[src/shared/tap_pkg.sv]
// Package with states, widths, capture pattern and reset values of the test access port.
`default_nettype none
package tap_pkg;
    // ==========================================================
    // Widths and fixed values
    localparam int          IR_WIDTH        = 3;
    localparam int          BSR_WIDTH       = 8;
    localparam logic [2:0]  IR_CAPTURE      = 3'h4;
    localparam logic [2:0]  IR_RESET_VALUE  = 3'h1;
    localparam int          RESET_TMS_EDGES = 5;
    localparam logic [2:0]  INSTR_EXTEST    = 3'h0;
    localparam logic [2:0]  INSTR_SAMPLE    = 3'h2;

    // ==========================================================
    // Controller states
    typedef enum logic [3:0] {
        ST_RESET, ST_IDLE, ST_SEL_DR, ST_CAP_DR, ST_SHIFT_DR, ST_EXIT1_DR,
        ST_PAUSE_DR, ST_EXIT2_DR, ST_UPD_DR, ST_SEL_IR, ST_CAP_IR, ST_SHIFT_IR,
        ST_EXIT1_IR, ST_PAUSE_IR, ST_EXIT2_IR, ST_UPD_IR
    } tap_state_t;

    // Serial link pins from the tester, after synchronisation.
    typedef struct packed {
        logic tck;
        logic tms;
        logic tdi;
    } tap_pins_t;
endpackage : tap_pkg
`default_nettype wire

[src/rtl/tap_controller.sv]
// Test access port controller sampling the tester's clock with the core clock.
`default_nettype none
module tap_controller
    import tap_pkg::*;
#(
    parameter int BSR_BITS = BSR_WIDTH
) (
    // Clock and reset
    input  wire  logic                core_clk,
    input  wire  logic                reset,
    // Serial test pins from the tester
    input  wire  logic                tck,
    input  wire  logic                tms,
    input  wire  logic                tdi,
    output var   logic                tdo,
    output var   logic                tdo_oe,
    // Boundary register parallel input and output
    input  wire  logic [BSR_BITS-1:0] pin_capture,
    output var   logic [BSR_BITS-1:0] pin_drive,
    // Controller status
    output var   logic [IR_WIDTH-1:0] instruction,
    output var   logic                test_reset
);

    // ==========================================================
    // Pin synchronisers
    // Three flops per pin; only the second and third stages are read by logic.
    tap_pins_t sync1;
    tap_pins_t sync2;
    tap_pins_t pins_q;
    always_ff @(posedge core_clk) begin
        if (reset) begin
            sync1  <= '0;
            sync2  <= '0;
            pins_q <= '0;
        end else begin
            sync1  <= '{tck: tck, tms: tms, tdi: tdi};
            sync2  <= sync1;
            pins_q <= sync2;
        end
    end

    // Edge strobes of the sampled link clock.
    logic tck_rise;
    logic tck_fall;
    assign tck_rise = sync2.tck & ~pins_q.tck;
    assign tck_fall = ~sync2.tck & pins_q.tck;

    // ==========================================================
    // Controller state and data registers
    tap_state_t                state;
    tap_state_t                next_state;
    logic [IR_WIDTH-1:0]       ir_shift;
    logic [IR_WIDTH-1:0]       next_ir_shift;
    logic [IR_WIDTH-1:0]       next_instruction;
    logic [BSR_BITS-1:0]       bsr_shift;
    logic [BSR_BITS-1:0]       next_bsr_shift;
    logic [BSR_BITS-1:0]       next_pin_drive;
    logic                      next_tdo;
    logic                      next_tdo_oe;
    logic                      bsr_selected;

    assign bsr_selected = (instruction == INSTR_EXTEST) || (instruction == INSTR_SAMPLE);

    // Next-state logic, stepped by TMS on each rising link clock edge.
    // The state only moves on the one core cycle that sees the sampled rise.
    // TMS is read from the second synchroniser stage, the same stage that
    // produced the rise strobe, so both belong to one sampled instant.
    // Any state reaches test reset after five high TMS rises through this table.
    always_comb begin
        next_state = state;
        if (tck_rise) begin
            case (state)
                // Test reset is left only when TMS is seen low.
                ST_RESET: begin
                    if (sync2.tms) begin
                        next_state = ST_RESET;
                    end else begin
                        next_state = ST_IDLE;
                    end
                end
                // Idle waits between scans while TMS is low.
                ST_IDLE: begin
                    if (sync2.tms) begin
                        next_state = ST_SEL_DR;
                    end else begin
                        next_state = ST_IDLE;
                    end
                end
                // Data branch entry: capture or move on to the instruction branch.
                ST_SEL_DR: begin
                    if (sync2.tms) begin
                        next_state = ST_SEL_IR;
                    end else begin
                        next_state = ST_CAP_DR;
                    end
                end
                // After capture, either shift or skip straight to the exit.
                ST_CAP_DR: begin
                    if (sync2.tms) begin
                        next_state = ST_EXIT1_DR;
                    end else begin
                        next_state = ST_SHIFT_DR;
                    end
                end
                // Data shifting goes on while TMS is low.
                ST_SHIFT_DR: begin
                    if (sync2.tms) begin
                        next_state = ST_EXIT1_DR;
                    end else begin
                        next_state = ST_SHIFT_DR;
                    end
                end
                // First data exit: update or pause.
                ST_EXIT1_DR: begin
                    if (sync2.tms) begin
                        next_state = ST_UPD_DR;
                    end else begin
                        next_state = ST_PAUSE_DR;
                    end
                end
                // Data pause holds the shifter untouched while TMS is low.
                ST_PAUSE_DR: begin
                    if (sync2.tms) begin
                        next_state = ST_EXIT2_DR;
                    end else begin
                        next_state = ST_PAUSE_DR;
                    end
                end
                // Second data exit: update or resume shifting.
                ST_EXIT2_DR: begin
                    if (sync2.tms) begin
                        next_state = ST_UPD_DR;
                    end else begin
                        next_state = ST_SHIFT_DR;
                    end
                end
                // Data update ends the scan.
                ST_UPD_DR: begin
                    if (sync2.tms) begin
                        next_state = ST_SEL_DR;
                    end else begin
                        next_state = ST_IDLE;
                    end
                end
                // Instruction branch entry: capture or give up to test reset.
                ST_SEL_IR: begin
                    if (sync2.tms) begin
                        next_state = ST_RESET;
                    end else begin
                        next_state = ST_CAP_IR;
                    end
                end
                // After the pattern capture, either shift or skip to the exit.
                ST_CAP_IR: begin
                    if (sync2.tms) begin
                        next_state = ST_EXIT1_IR;
                    end else begin
                        next_state = ST_SHIFT_IR;
                    end
                end
                // Instruction shifting goes on while TMS is low.
                ST_SHIFT_IR: begin
                    if (sync2.tms) begin
                        next_state = ST_EXIT1_IR;
                    end else begin
                        next_state = ST_SHIFT_IR;
                    end
                end
                // First instruction exit: update or pause.
                ST_EXIT1_IR: begin
                    if (sync2.tms) begin
                        next_state = ST_UPD_IR;
                    end else begin
                        next_state = ST_PAUSE_IR;
                    end
                end
                // Instruction pause holds the shifter while TMS is low.
                ST_PAUSE_IR: begin
                    if (sync2.tms) begin
                        next_state = ST_EXIT2_IR;
                    end else begin
                        next_state = ST_PAUSE_IR;
                    end
                end
                // Second instruction exit: update or resume shifting.
                ST_EXIT2_IR: begin
                    if (sync2.tms) begin
                        next_state = ST_UPD_IR;
                    end else begin
                        next_state = ST_SHIFT_IR;
                    end
                end
                // Instruction update ends the scan.
                ST_UPD_IR: begin
                    if (sync2.tms) begin
                        next_state = ST_SEL_DR;
                    end else begin
                        next_state = ST_IDLE;
                    end
                end
                // An unreachable code falls back to test reset.
                default: begin
                    next_state = ST_RESET;
                end
            endcase
        end
    end

    // Registers in both branches; anything not reset in test reset, captured, shifted or updated holds.
    always_comb begin
        next_ir_shift    = ir_shift;
        next_instruction = instruction;
        next_bsr_shift   = bsr_shift;
        next_pin_drive   = pin_drive;
        next_tdo         = tdo;
        next_tdo_oe      = tdo_oe;
        if (state == ST_RESET) begin
            next_instruction = IR_RESET_VALUE;
        end
        if (tck_rise) begin
            case (state)
                ST_CAP_IR:   next_ir_shift = IR_CAPTURE;
                ST_SHIFT_IR: next_ir_shift = {sync2.tdi, ir_shift[IR_WIDTH-1:1]};
                ST_CAP_DR: begin
                    if (bsr_selected) begin
                        next_bsr_shift = pin_capture;
                    end
                end
                ST_SHIFT_DR: begin
                    if (bsr_selected) begin
                        next_bsr_shift = {sync2.tdi, bsr_shift[BSR_BITS-1:1]};
                    end
                end
                default: begin
                end
            endcase
        end
        if (tck_fall) begin
            // Output changes on the falling edge so the tester samples it cleanly.
            next_tdo_oe = (state == ST_SHIFT_IR) || (state == ST_SHIFT_DR);
            if (state == ST_SHIFT_IR) begin
                next_tdo = ir_shift[0];
            end else if (state == ST_SHIFT_DR) begin
                next_tdo = bsr_selected ? bsr_shift[0] : 1'b0;
            end
            if (state == ST_UPD_IR) begin
                next_instruction = ir_shift;
            end
            if (state == ST_UPD_DR && bsr_selected) begin
                next_pin_drive = bsr_shift;
            end
        end
    end

    // Registers of the controller; five high TMS edges always reach reset via the table.
    always_ff @(posedge core_clk) begin
        if (reset) begin
            state       <= ST_RESET;
            ir_shift    <= '0;
            instruction <= IR_RESET_VALUE;
            bsr_shift   <= '0;
            pin_drive   <= '0;
            tdo         <= 1'b0;
            tdo_oe      <= 1'b0;
            test_reset  <= 1'b1;
        end else begin
            state       <= next_state;
            ir_shift    <= next_ir_shift;
            instruction <= next_instruction;
            bsr_shift   <= next_bsr_shift;
            pin_drive   <= next_pin_drive;
            tdo         <= next_tdo;
            tdo_oe      <= next_tdo_oe;
            test_reset  <= (next_state == ST_RESET);
        end
    end

endmodule : tap_controller
`default_nettype wire

[config.mk]
export PLATFORM = sky130hd
export DESIGN_NAME = tap_controller
export DESIGN_NICKNAME = d
export VERILOG_FILES = /design/src/shared/tap_pkg.sv /design/src/rtl/tap_controller.sv
export SDC_FILE = /design/constraint.sdc
export NUM_CORES = 1
export LEC_CHECK = 0
export ABC_AREA = 1
export ABC_CLOCK_PERIOD_IN_PS = 1500
export BUFFER_PORTS_ARGS = -buffer_cell sky130_fd_sc_hd__buf_2
export CELL_PAD_IN_SITES_DETAIL_PLACEMENT = 0
export CELL_PAD_IN_SITES_GLOBAL_PLACEMENT = 1
export CORE_MARGIN = 2
export CORE_UTILIZATION = 37
export CTS_CLUSTER_DIAMETER = 50
export CTS_CLUSTER_SIZE = 14
export DETAILED_ROUTE_END_ITERATION = 6
export PLACE_DENSITY = 0.86
export SYNTH_ARGS = -nofsm -noshare
export SYNTH_HDL_FRONTEND = slang
export SYNTH_SLANG_ARGS = --single-unit
[constraint.sdc]
create_clock -name core_clk -period 1.5 [get_ports core_clk]
set_clock_uncertainty 0.05 [all_clocks]
set_input_delay 0.3 -clock core_clk [delete_from_list [all_inputs] [get_ports core_clk]]
set_output_delay 0.3 -clock core_clk [all_outputs]
set_load 0.02 [all_outputs]
==> implementation parameters, run 1 <==
Parameter                              Value

Die
  Floorplan row count    23
  Initial standard-cell utilization of the core    39.1%
  Chip Height    69.7 um
  Width of the die    69.7 um
  Top-level I/O count    27
  Placeable core area    4090 um2
  Die footprint    4860 um2

Setup path
  Kind of launch point of the worst setup path    flop
  CP required    1.63 ns
  Type of element capturing the critical path    flop
  Critical path class    flop to flop
  Endpoint arrival time on the critical path    1.53 ns
  Maximum fanout encountered on the critical timing path    9

Drt
  WL per Instance    11.4 um
  TritonRoute pass-1 iters    4
  Post-route DRC violation count    0
  Via count    1611
  DRT iter0 DRCs    126
  Antenna-violating nets left    0
  Via density per instance    4.79
  Routed WL    3820 um

Global routing
  Largest net degree at the start of global routing    21
  Initial antenna violation count    0
  Global-route wire length before repair    6590 um
  Total congestion overflow after global routing    0
  Total global-route track usage    16.6%
  Via count of the first global-routing pass    1474

Layout
  Final instance count without filler cells    336
  Final core utilization    52.4%
  Total inserted antenna cells    0
  Final layout net count    298
  Finished Cell Area    2140 um2
  Fraction of final layout cells with drive strength greater than 1    32.5%
  Most common cell after layout, fill and taps aside    sky130_fd_sc_hd__nand2_1
  Area growth from synthesis to layout    34.1%
  Leading cell types in the layout, fill and taps excluded    sky130_fd_sc_hd__nand2_1 (56), sky130_fd_sc_hd__nor2_1 (37), sky130_fd_sc_hd__dfxtp_1 (32)

Min path
  Class of the tightest hold or removal check    input port to flop

Synth
  Part of the Yosys area used for sequential elements    45.1%
  Distinct cell type count of the synthesized netlist    23
  Flops & latches, synth    36
  Syn Inst Count    234
  Net count after synthesis    247
  Synthesized cell area    1600 um2
  Synth Area per Inst    6.83 um2
  Number of warnings issued by yosys    0

STA
  F_max    715 MHz
  Relative slew slack    81.8%
  Worst slack on hold paths    0.164 ns
  Share of the clock period used by the worst path    93.3%
  Period minus WS final    1.40 ns
  Count of pins over their slew limit    0
  Setup repair after global routing missed its margin    yes
  Pin slew with the least headroom to its limit    0.273 ns
  Final worst slack    0.101 ns
  Setup violations, final    0
  Final Hold Viols    0

Clock network
  Maximum buffer depth of the clock tree    2
  # clock sinks    36
  CTS clk-pin slew, worst paths    0.07 ns
  CTS tree    built
  Worst-Skew Late Latency    0.29 ns
  Number of hold buffers added after CTS    0
  Inserted Clock Buffers    5
  H-tree levels    2
  Clock root buffer    sky130_fd_sc_hd__clkbuf_8

Placed design
  Number of input and output port buffers inserted    26
  Number of instances in the placed design    327
  Final weighted congestion in routability-driven placement    0.851
  Post-detailed-placement half-perimeter wirelength    2790 um
  Post-Place Cell Area    1940 um2
  Setup slack at placement    -0.0320 ns

Run
  Count of maximum capacitance violations    0

Pwr
  Cell area power density    934 nW/um2
  Worst IR Drop VDD    0.536 mV
  Static leakage power    0.00104 uW

Run status
  Result of the run    finished, final reports clean
==> metrics by stage <==
stage / setup TNS (ns) / total power [uW]
global route: -0.0267 / 2070
global placement: -0.244 / 1090
floorplan: 0 / 1050
CTS: 0 / 2020
detailed placement: -0.115 / 1090
finish: 0 / 2000
==> flip-flops by register name, summed over array words and instances, names as in the netlist <==
signal       count
bsr_shift        8
pin_drive        8
state            4
instruction      3
ir_shift         3
sync1            3
sync2            3
pins_q           1
tdo              1
tdo_oe           1
test_reset       1
==> cells in the mapped netlist <==
cell | number | area, um2
sky130_fd_sc_hd__buf_2 | 2 | 10.0
sky130_fd_sc_hd__a211oi_1 | 1 | 7.51
sky130_fd_sc_hd__clkbuf_2 | 1 | 5.00
sky130_fd_sc_hd__nand3_1 | 9 | 45.0
sky130_fd_sc_hd__a311oi_1 | 1 | 8.76
sky130_fd_sc_hd__o21ai_1 | 2 | 10.0
sky130_fd_sc_hd__nand2_1 | 60 | 225
sky130_fd_sc_hd__clkbuf_1 | 4 | 15.0
sky130_fd_sc_hd__inv_1 | 19 | 71.3
sky130_fd_sc_hd__clkinv_2 | 1 | 5.00
sky130_fd_sc_hd__nor2_1 | 43 | 161
sky130_fd_sc_hd__buf_6 | 1 | 11.3
sky130_fd_sc_hd__nor2_2 | 3 | 18.8
sky130_fd_sc_hd__inv_2 | 5 | 18.8
sky130_fd_sc_hd__nor2_4 | 1 | 11.3
sky130_fd_sc_hd__a31oi_1 | 8 | 50.1
sky130_fd_sc_hd__o21ai_0 | 20 | 100
sky130_fd_sc_hd__o21ai_2 | 2 | 17.5
sky130_fd_sc_hd__nor3_1 | 1 | 5.00
sky130_fd_sc_hd__o211ai_1 | 1 | 7.51
sky130_fd_sc_hd__a21oi_1 | 12 | 60.1
sky130_fd_sc_hd__nand4_2 | 1 | 12.5
sky130_fd_sc_hd__dfxtp_1 | 36 | 721
==> kinds of logic (layout without fill, tap and decap cells) <==
group / count (synthesis) / after routing / share of synthesized area [%]
compound gates: 47 / 47 / 16.4
buf+inv: 33 / 85 / 8.53
flops: 36 / 36 / 45.1
simple gates: 118 / 118 / 30.0
==> critical path: stages (launching register included) <==
cell	delay (ns)
sky130_fd_sc_hd__dfxtp_2	0.37
sky130_fd_sc_hd__inv_2	0.06
sky130_fd_sc_hd__nor2_4	0.15
sky130_fd_sc_hd__buf_4	0.13
sky130_fd_sc_hd__nand4_2	0.19
sky130_fd_sc_hd__o21ai_0	0.29
sky130_fd_sc_hd__nor2_1	0.06
==> cell type report <==
| type | count | area (um2) |
|---|---|---|
| fill | 415 | 1940 |
| multi-input combinational | 165 | 801 |
| clock buffer | 7 | 96.3 |
| inverter | 25 | 101 |
| clock inverter | 1 | 30.0 |
| timing repair inverter | 1 | 5.00 |
| sequential | 36 | 728 |
| timing repair buffer | 51 | 318 |
| tap | 50 | 62.6 |
==> layer usage <==
layer / GRT usage (%) / share of wire, % / up-vias
met5: 0 / 0 / -
met4: 6.84 / 1.4 / 0
met3: 4.07 / 5.9 / 6
met2: 23.9 / 41 / 53
met1: 23.6 / 52 / 696
li1: - / - / 856
==> final timing paths <==
path | endpoint | startpoint | cells past startpoint | slack [ns]
setup / recovery | pin_drive[0]$_SDFFE_PP0P_ | state[3]$_SDFF_PP0_ | 6 | 0.10
hold / removal | sync1[2]$_SDFF_PP0_ | tck | 3 | 0.16
setup reg to reg | pin_drive[0]$_SDFFE_PP0P_ | state[3]$_SDFF_PP0_ | 6 | 0.10
hold reg to reg | sync2[0]$_SDFF_PP0_ | sync1[0]$_SDFF_PP0_ | 2 | 0.35
==> timing repair <==
action,4_1_cts,5_1_grt
gates resized for setup,2,25
buffers inserted,0,1
pin swaps,0,3
gates cloned,0,1
setup endpoints to repair,9,25
==> power by group <==
part,internal [uW],switching [uW]
sequential,965,6.49
combinational,40.0,56.0
clock,586,348
No activity file was read; power rests on OpenSTA's default activity.
==> inputs of run 2 (changes only) <==
--- a/config.mk
+++ b/config.mk
@@ -8,7 +8,7 @@
 export ABC_AREA = 1
 export ABC_CLOCK_PERIOD_IN_PS = 1500
 export BUFFER_PORTS_ARGS = -buffer_cell sky130_fd_sc_hd__buf_2
-export CELL_PAD_IN_SITES_DETAIL_PLACEMENT = 0
+export CELL_PAD_IN_SITES_DETAIL_PLACEMENT = 1
 export CELL_PAD_IN_SITES_GLOBAL_PLACEMENT = 1
 export CORE_MARGIN = 2
 export CORE_UTILIZATION = 37
==> run 2 against run 1 <==
Net effect: the flow now finishes with violations (negative setup slack); cell count increased by 0.89%; die area stayed put; register-to-register slack got worse by 0.19 ns; critical path type unchanged.
==> implementation parameters, run 2 (synthesis gave the netlist of run 1 again) <==
Parameter                              Value

Setup path
  Kind of launch point of the worst setup path    flop (unchanged)
  Type of element capturing the critical path    flop (unchanged)
  CP required    1.64 ns (was 1.63 ns)
  Endpoint arrival time on the critical path    1.73 ns (was 1.53 ns)
  Maximum fanout encountered on the critical timing path    4 (was 9)
  Critical path class    flop to flop (unchanged)

Drt
  TritonRoute pass-1 iters    4 (unchanged)
  Antenna-violating nets left    0 (unchanged)
  Via density per instance    5.47 (was 4.79)
  DRT iter0 DRCs    106 (was 126)
  Via count    1855 (was 1611)
  WL per Instance    17.5 um (was 11.4 um)
  Routed WL    5940 um (was 3820 um)
  Post-route DRC violation count    0 (unchanged)

Die
  Floorplan row count    23 (unchanged)
  Die footprint    4860 um2 (unchanged)
  Placeable core area    4090 um2 (unchanged)
  Chip Height    69.7 um (unchanged)
  Width of the die    69.7 um (unchanged)
  Initial standard-cell utilization of the core    39.1% (unchanged)
  Top-level I/O count    27 (unchanged)

Clock network
  Worst-Skew Late Latency    0.30 ns (was 0.29 ns)
  Number of hold buffers added after CTS    0 (unchanged)
  Inserted Clock Buffers    5 (unchanged)
  CTS clk-pin slew, worst paths    0.08 ns (was 0.07 ns)
  Maximum buffer depth of the clock tree    2 (unchanged)
  CTS tree    built (unchanged)
  H-tree levels    2 (unchanged)
  # clock sinks    36 (unchanged)
  Clock root buffer    sky130_fd_sc_hd__clkbuf_8 (unchanged)

Global routing
  Global-route wire length before repair    8000 um (was 6590 um)
  Total congestion overflow after global routing    0 (unchanged)
  Total global-route track usage    21.2% (was 16.6%)
  Initial antenna violation count    0 (unchanged)
  Via count of the first global-routing pass    1668 (was 1474)
  Largest net degree at the start of global routing    21 (unchanged)

Layout
  Total inserted antenna cells    0 (unchanged)
  Final core utilization    54.0% (was 52.4%)
  Fraction of final layout cells with drive strength greater than 1    38.1% (was 32.5%)
  Fill cell total of the finished layout    545 (was 415)
  Leading cell types in the layout, fill and taps excluded    sky130_fd_sc_hd__nand2_1 (47), sky130_fd_sc_hd__nor2_1 (38), sky130_fd_sc_hd__dfxtp_1 (31) (was sky130_fd_sc_hd__nand2_1 (56), sky130_fd_sc_hd__nor2_1 (37), sky130_fd_sc_hd__dfxtp_1 (32))
  Finished Cell Area    2210 um2 (was 2140 um2)
  Registers with the highest flip-flop counts    bsr_shift: 8 flops, pin_drive: 8 flops, state: 4 flops (unchanged)
  Most common cell after layout, fill and taps aside    sky130_fd_sc_hd__nand2_1 (unchanged)
  Area growth from synthesis to layout    38.2% (was 34.1%)
  Final layout net count    301 (was 298)

Min path
  Class of the tightest hold or removal check    input port to flop (unchanged)

Run
  Count of maximum capacitance violations    0 (unchanged)

Placed design
  Number of input and output port buffers inserted    26 (unchanged)
  Final weighted congestion in routability-driven placement    0.851 (unchanged)
  Post-detailed-placement half-perimeter wirelength    3400 um (was 2790 um)
  Post-Place Cell Area    1940 um2 (unchanged)
  Setup slack at placement    -0.111 ns (was -0.0320 ns)

Pwr
  Worst IR Drop VDD    0.610 mV (was 0.536 mV)
  Overall power of the completed layout    1800 uW (was 2000 uW)
  Static leakage power    0.00104 uW (about the same)
  Cell area power density    816 nW/um2 (was 934 nW/um2)

STA
  Final worst slack    -0.0883 ns (was 0.101 ns)
  F_max    630 MHz (was 715 MHz)
  Period minus WS final    1.59 ns (was 1.40 ns)
  Count of pins over their slew limit    0 (unchanged)
  Relative slew slack    79.5% (was 81.8%)
  Setup repair after global routing missed its margin    yes (unchanged)
  Total negative setup slack    -0.363 ns (was 0 ns)
  Final Hold Viols    0 (unchanged)
  Setup violations, final    12 (was 0)
  Share of the clock period used by the worst path    106% (was 93.3%)
  Pin slew with the least headroom to its limit    0.307 ns (was 0.273 ns)

Run status
  Failing checks    negative setup slack
  Result of the run    finished with violations (was finished, final reports clean)
[run 2: cell count changes in the layout (fill, tap and decap cells not counted), moves of 2 or more]
cell and delta:
sky130_fd_sc_hd__nand2_2 +9, sky130_fd_sc_hd__clkinv_2 +2, sky130_fd_sc_hd__clkbuf_8 -2, sky130_fd_sc_hd__a21oi_2 +2, sky130_fd_sc_hd__o21ai_0 -4, sky130_fd_sc_hd__nor2_4 +3, sky130_fd_sc_hd__a21oi_1 -2, sky130_fd_sc_hd__o21ai_1 +3
sky130_fd_sc_hd__dfxtp_4 +2, sky130_fd_sc_hd__nand2_1 -9, sky130_fd_sc_hd__nor2_2 -4, sky130_fd_sc_hd__buf_6 +2
[run 2: area by class of cell]
cell class | instances | area (um2) | area share [%]
tap | 50 | 62.6 | 2.83
multi-input combinational | 165 | 866 | 39.2
timing repair inverter | 1 | 5.00 | 0.227
timing repair buffer | 54 | 348 | 15.8
clock buffer | 5 | 68.8 | 3.12
sequential | 36 | 734 | 33.3
inverter | 25 | 105 | 4.76
clock inverter | 3 | 18.8 | 0.850
[run 2: routing by layer]
metal | GRT usage (%) | wire [um] | vias to the layer above
met5 | 0 | 0 | -
met4 | 8.97 | 193 | 0
met3 | 5.52 | 307 | 18
met2 | 34.3 | 2780 | 71
met1 | 26.6 | 2650 | 912
li1 | - | - | 854
[run 2: path summary, 6_finish.rpt]
check                           start               endpoint  slack, ns  cells past startpoint
setup / recovery  state[0]$_SDFF_PP0_  test_reset$_SDFF_PP1_      -0.09                     10
setup reg to reg  state[0]$_SDFF_PP0_  test_reset$_SDFF_PP1_      -0.09                     10
hold reg to reg   sync1[1]$_SDFF_PP0_    sync2[1]$_SDFF_PP0_       0.36                      2
hold / removal                    tdi    sync1[0]$_SDFF_PP0_       0.15                      3
[run 2: where the power goes]
group          internal (uW)  leakage [uW]  total [uW]  switching, uW
Sequential               961      0.000295         969           7.65
Clock                    324     0.0000479         717            393
Combinational           44.7      0.000697         115           70.5
Total                   1330       0.00104        1800            471
[run 2: critical path: stages (launching register included)]
cell                         delay, ns
sky130_fd_sc_hd__dfxtp_2          0.36
sky130_fd_sc_hd__buf_6            0.13
sky130_fd_sc_hd__clkinvlp_4       0.16
sky130_fd_sc_hd__nor2_4           0.17
sky130_fd_sc_hd__nand2_1          0.10
sky130_fd_sc_hd__nand3_1          0.10
sky130_fd_sc_hd__nand2_1          0.08
sky130_fd_sc_hd__nand3_1          0.13
sky130_fd_sc_hd__a21oi_2          0.08
sky130_fd_sc_hd__nand3_1          0.08
sky130_fd_sc_hd__nand2_1          0.05
[run 2: through the flow]
stage | hold slack (ns) | std cells
after floorplan | 0.338 | 234
after global placement | 0.343 | 327
after detailed placement | 0.362 | 327
after CTS | 0.148 | 335
after global routing | 0.156 | 339
final | 0.153 | 339
[run 2: repair_timing]
action                                  4_1_cts  5_1_grt
setup buffers                                 0        4
endpoints found under the setup margin       22       25
gates cloned                                  0        1
pin swaps                                     0       13
gates resized for setup                      11       41
==> inputs of run 3 (changes only) <==
--- a/config.mk
+++ b/config.mk
@@ -8,14 +8,12 @@
 export ABC_AREA = 1
 export ABC_CLOCK_PERIOD_IN_PS = 1500
 export BUFFER_PORTS_ARGS = -buffer_cell sky130_fd_sc_hd__buf_2
-export CELL_PAD_IN_SITES_DETAIL_PLACEMENT = 1
-export CELL_PAD_IN_SITES_GLOBAL_PLACEMENT = 1
 export CORE_MARGIN = 2
 export CORE_UTILIZATION = 37
 export CTS_CLUSTER_DIAMETER = 50
 export CTS_CLUSTER_SIZE = 14
 export DETAILED_ROUTE_END_ITERATION = 6
-export PLACE_DENSITY = 0.86
+export PLACE_DENSITY = 0.67
 export SYNTH_ARGS = -nofsm -noshare
 export SYNTH_HDL_FRONTEND = slang
 export SYNTH_SLANG_ARGS = --single-unit
==> run 3 against run 2 <==
Net effect: non-clock buffer count is 3 lower; power is 5.8% higher; the run now ends clean; largest cell class unchanged; critical path depth is 2 lower; worst setup slack better by 0.13 ns; combinational power is 13% lower; worst hold slack better by 0.0056 ns; sequential share of layout area is 1.3 points higher.
==> implementation parameters, run 3 (synthesis gave the netlist of run 1 again) <==
Parameter                              Value

Run status
  Result of the run    finished, final reports clean (was finished with violations)

Die
  Width of the die    69.7 um (unchanged)
  Chip Height    69.7 um (unchanged)
  Die footprint    4860 um2 (unchanged)
  Placeable core area    4090 um2 (unchanged)
  Floorplan row count    23 (unchanged)
  Top-level I/O count    27 (unchanged)
  Initial standard-cell utilization of the core    39.1% (unchanged)

STA
  Total negative setup slack    0 ns (was -0.363 ns)
  Count of pins over their slew limit    0 (unchanged)
  Share of the clock period used by the worst path    97.1% (was 106%)
  Worst slack on hold paths    0.159 ns (was 0.153 ns)
  Period minus WS final    1.46 ns (was 1.59 ns)
  Setup violations, final    0 (was 12)
  Relative slew slack    76.4% (was 79.5%)
  Final Hold Viols    0 (unchanged)
  Pin slew with the least headroom to its limit    0.352 ns (was 0.307 ns)
  F_max    686 MHz (was 630 MHz)
  Setup repair after global routing missed its margin    yes (unchanged)

Clock network
  CTS tree    built (unchanged)
  # clock sinks    36 (unchanged)
  Worst-Skew Late Latency    0.28 ns (was 0.30 ns)
  CTS clk-pin slew, worst paths    0.07 ns (was 0.08 ns)
  Clock root buffer    sky130_fd_sc_hd__clkbuf_8 (unchanged)
  Number of hold buffers added after CTS    0 (unchanged)
  Inserted Clock Buffers    5 (unchanged)
  Maximum buffer depth of the clock tree    2 (unchanged)
  H-tree levels    2 (unchanged)

Drt
  Via count    1589 (was 1855)
  TritonRoute pass-1 iters    4 (unchanged)
  Via density per instance    4.73 (was 5.47)
  DRT iter0 DRCs    132 (was 106)
  WL per Instance    11.4 um (was 17.5 um)
  Post-route DRC violation count    0 (unchanged)
  Antenna-violating nets left    0 (unchanged)
  Routed WL    3840 um (was 5940 um)

Layout
  Fill cell total of the finished layout    409 (was 545)
  Finished Cell Area    2120 um2 (was 2210 um2)
  Final layout net count    298 (was 301)
  Area occupied by multi-input gates    787 um2 (was 866 um2)
  Registers with the highest flip-flop counts    bsr_shift: 8 flops, pin_drive: 8 flops, state: 4 flops (unchanged)
  Total inserted antenna cells    0 (unchanged)
  Most common cell after layout, fill and taps aside    sky130_fd_sc_hd__nand2_1 (unchanged)
  Flip-flop and latch area    731 um2 (was 734 um2)
  Leading cell types in the layout, fill and taps excluded    sky130_fd_sc_hd__nand2_1 (55), sky130_fd_sc_hd__nor2_1 (40), sky130_fd_sc_hd__dfxtp_1 (32) (was sky130_fd_sc_hd__nand2_1 (47), sky130_fd_sc_hd__nor2_1 (38), sky130_fd_sc_hd__dfxtp_1 (31))
  Final core utilization    51.8% (was 54.0%)
  Fraction of final layout cells with drive strength greater than 1    30.8% (was 38.1%)
  Area growth from synthesis to layout    32.5% (was 38.2%)

Setup path
  Critical path class    flop to flop (unchanged)
  Kind of launch point of the worst setup path    flop (unchanged)
  Type of element capturing the critical path    flop (unchanged)
  Endpoint arrival time on the critical path    1.61 ns (was 1.73 ns)
  Maximum fanout encountered on the critical timing path    7 (was 4)
  CP required    1.66 ns (was 1.64 ns)

Global routing
  Via count of the first global-routing pass    1470 (was 1668)
  Total global-route track usage    16.6% (was 21.2%)
  Total congestion overflow after global routing    0 (unchanged)
  Global-route wire length before repair    6550 um (was 8000 um)
  Largest net degree at the start of global routing    21 (unchanged)
  Initial antenna violation count    0 (unchanged)

Pwr
  Worst IR Drop VDD    0.821 mV (was 0.610 mV)
  Overall power of the completed layout    1910 uW (was 1800 uW)
  Static leakage power    0.00101 uW (was 0.00104 uW)
  Cell area power density    900 nW/um2 (was 816 nW/um2)

Placed design
  Post-detailed-placement half-perimeter wirelength    2770 um (was 3400 um)
  Number of input and output port buffers inserted    26 (unchanged)
  Final weighted congestion in routability-driven placement    0.970 (was 0.851)
  Post-Place Cell Area    1920 um2 (was 1940 um2)

Min path
  Class of the tightest hold or removal check    input port to flop (unchanged)

Run
  Count of maximum capacitance violations    0 (unchanged)
==> run 3: cell types whose count changed in the layout (fill, tap and decap cells not counted), moves of 3 or more <==
cell	change
sky130_fd_sc_hd__nand2_1	+8
sky130_fd_sc_hd__nor2_4	-5
sky130_fd_sc_hd__nor2_2	+3
sky130_fd_sc_hd__nand2_2	-9
sky130_fd_sc_hd__o21ai_0	+3
==> run 3: critical path, stage by stage (launching register included) <==
cell and delay, ns:
sky130_fd_sc_hd__dfxtp_2 0.36, sky130_fd_sc_hd__buf_4 0.15, sky130_fd_sc_hd__nor2_4 0.17, sky130_fd_sc_hd__nand2_2 0.10, sky130_fd_sc_hd__nand2_2 0.08, sky130_fd_sc_hd__nand3_4 0.10
sky130_fd_sc_hd__clkinv_4 0.10, sky130_fd_sc_hd__o21ai_0 0.09, sky130_fd_sc_hd__a31oi_1 0.17
==> run 3: final cells by class <==
type,instances,share of cell area [%]
Inverter,25,4.79
Clock buffer,5,3.25
Sequential cell,36,34.5
Timing Repair Buffer,51,15.0
Clock inverter,3,2.01
Tap cell,50,2.96
Timing Repair inverter,1,0.296
Multi-Input combinational cell,165,37.2
==> run 3: worst paths after layout <==
| kind | start | endpoint | slack (ns) | depth (start not counted) |
|---|---|---|---|---|
| hold / removal | tms | sync1[1]$_SDFF_PP0_ | 0.16 | 3 |
| setup reg to reg | state[0]$_SDFF_PP0_ | bsr_shift[2]$_SDFFE_PP0P_ | 0.04 | 8 |
| setup / recovery | state[0]$_SDFF_PP0_ | bsr_shift[2]$_SDFFE_PP0P_ | 0.04 | 8 |
| hold reg to reg | sync1[2]$_SDFF_PP0_ | sync2[2]$_SDFF_PP0_ | 0.35 | 2 |
==> run 3: where the power goes <==
group | internal (uW) | total [uW] | switching, uW
registers | 963 | 969 | 6.55
clock network | 491 | 836 | 344
logic | 44.3 | 100 | 56.1
==> run 3: through the flow <==
step	cells	worst slack [ns]
global route	336	-0.0344
CTS	333	0.00896
global placement	325	-0.0648
detailed placement	325	-0.0429
finish	336	0.0431
floorplan	234	0.119
==> run 3: timing repair <==
action	in CTS	in global routing
pin swaps	0	3
setup buffers	0	2
setup endpoints to repair	4	24
cloned	0	1
hold endpoints to repair	0	0
gates resized for setup	4	20
==> run 3: metal layers <==
metal / wire length [um] / vias to the layer above / global-route usage [%] / part of all wire [%]
li1: - / 852 / - / -
met1: 1860 / 692 / 21.6 / 48
met2: 1690 / 41 / 25.3 / 44
met3: 225 / 4 / 5.23 / 5.9
met4: 62 / 0 / 6.84 / 1.6
met5: 0 / - / 0 / 0
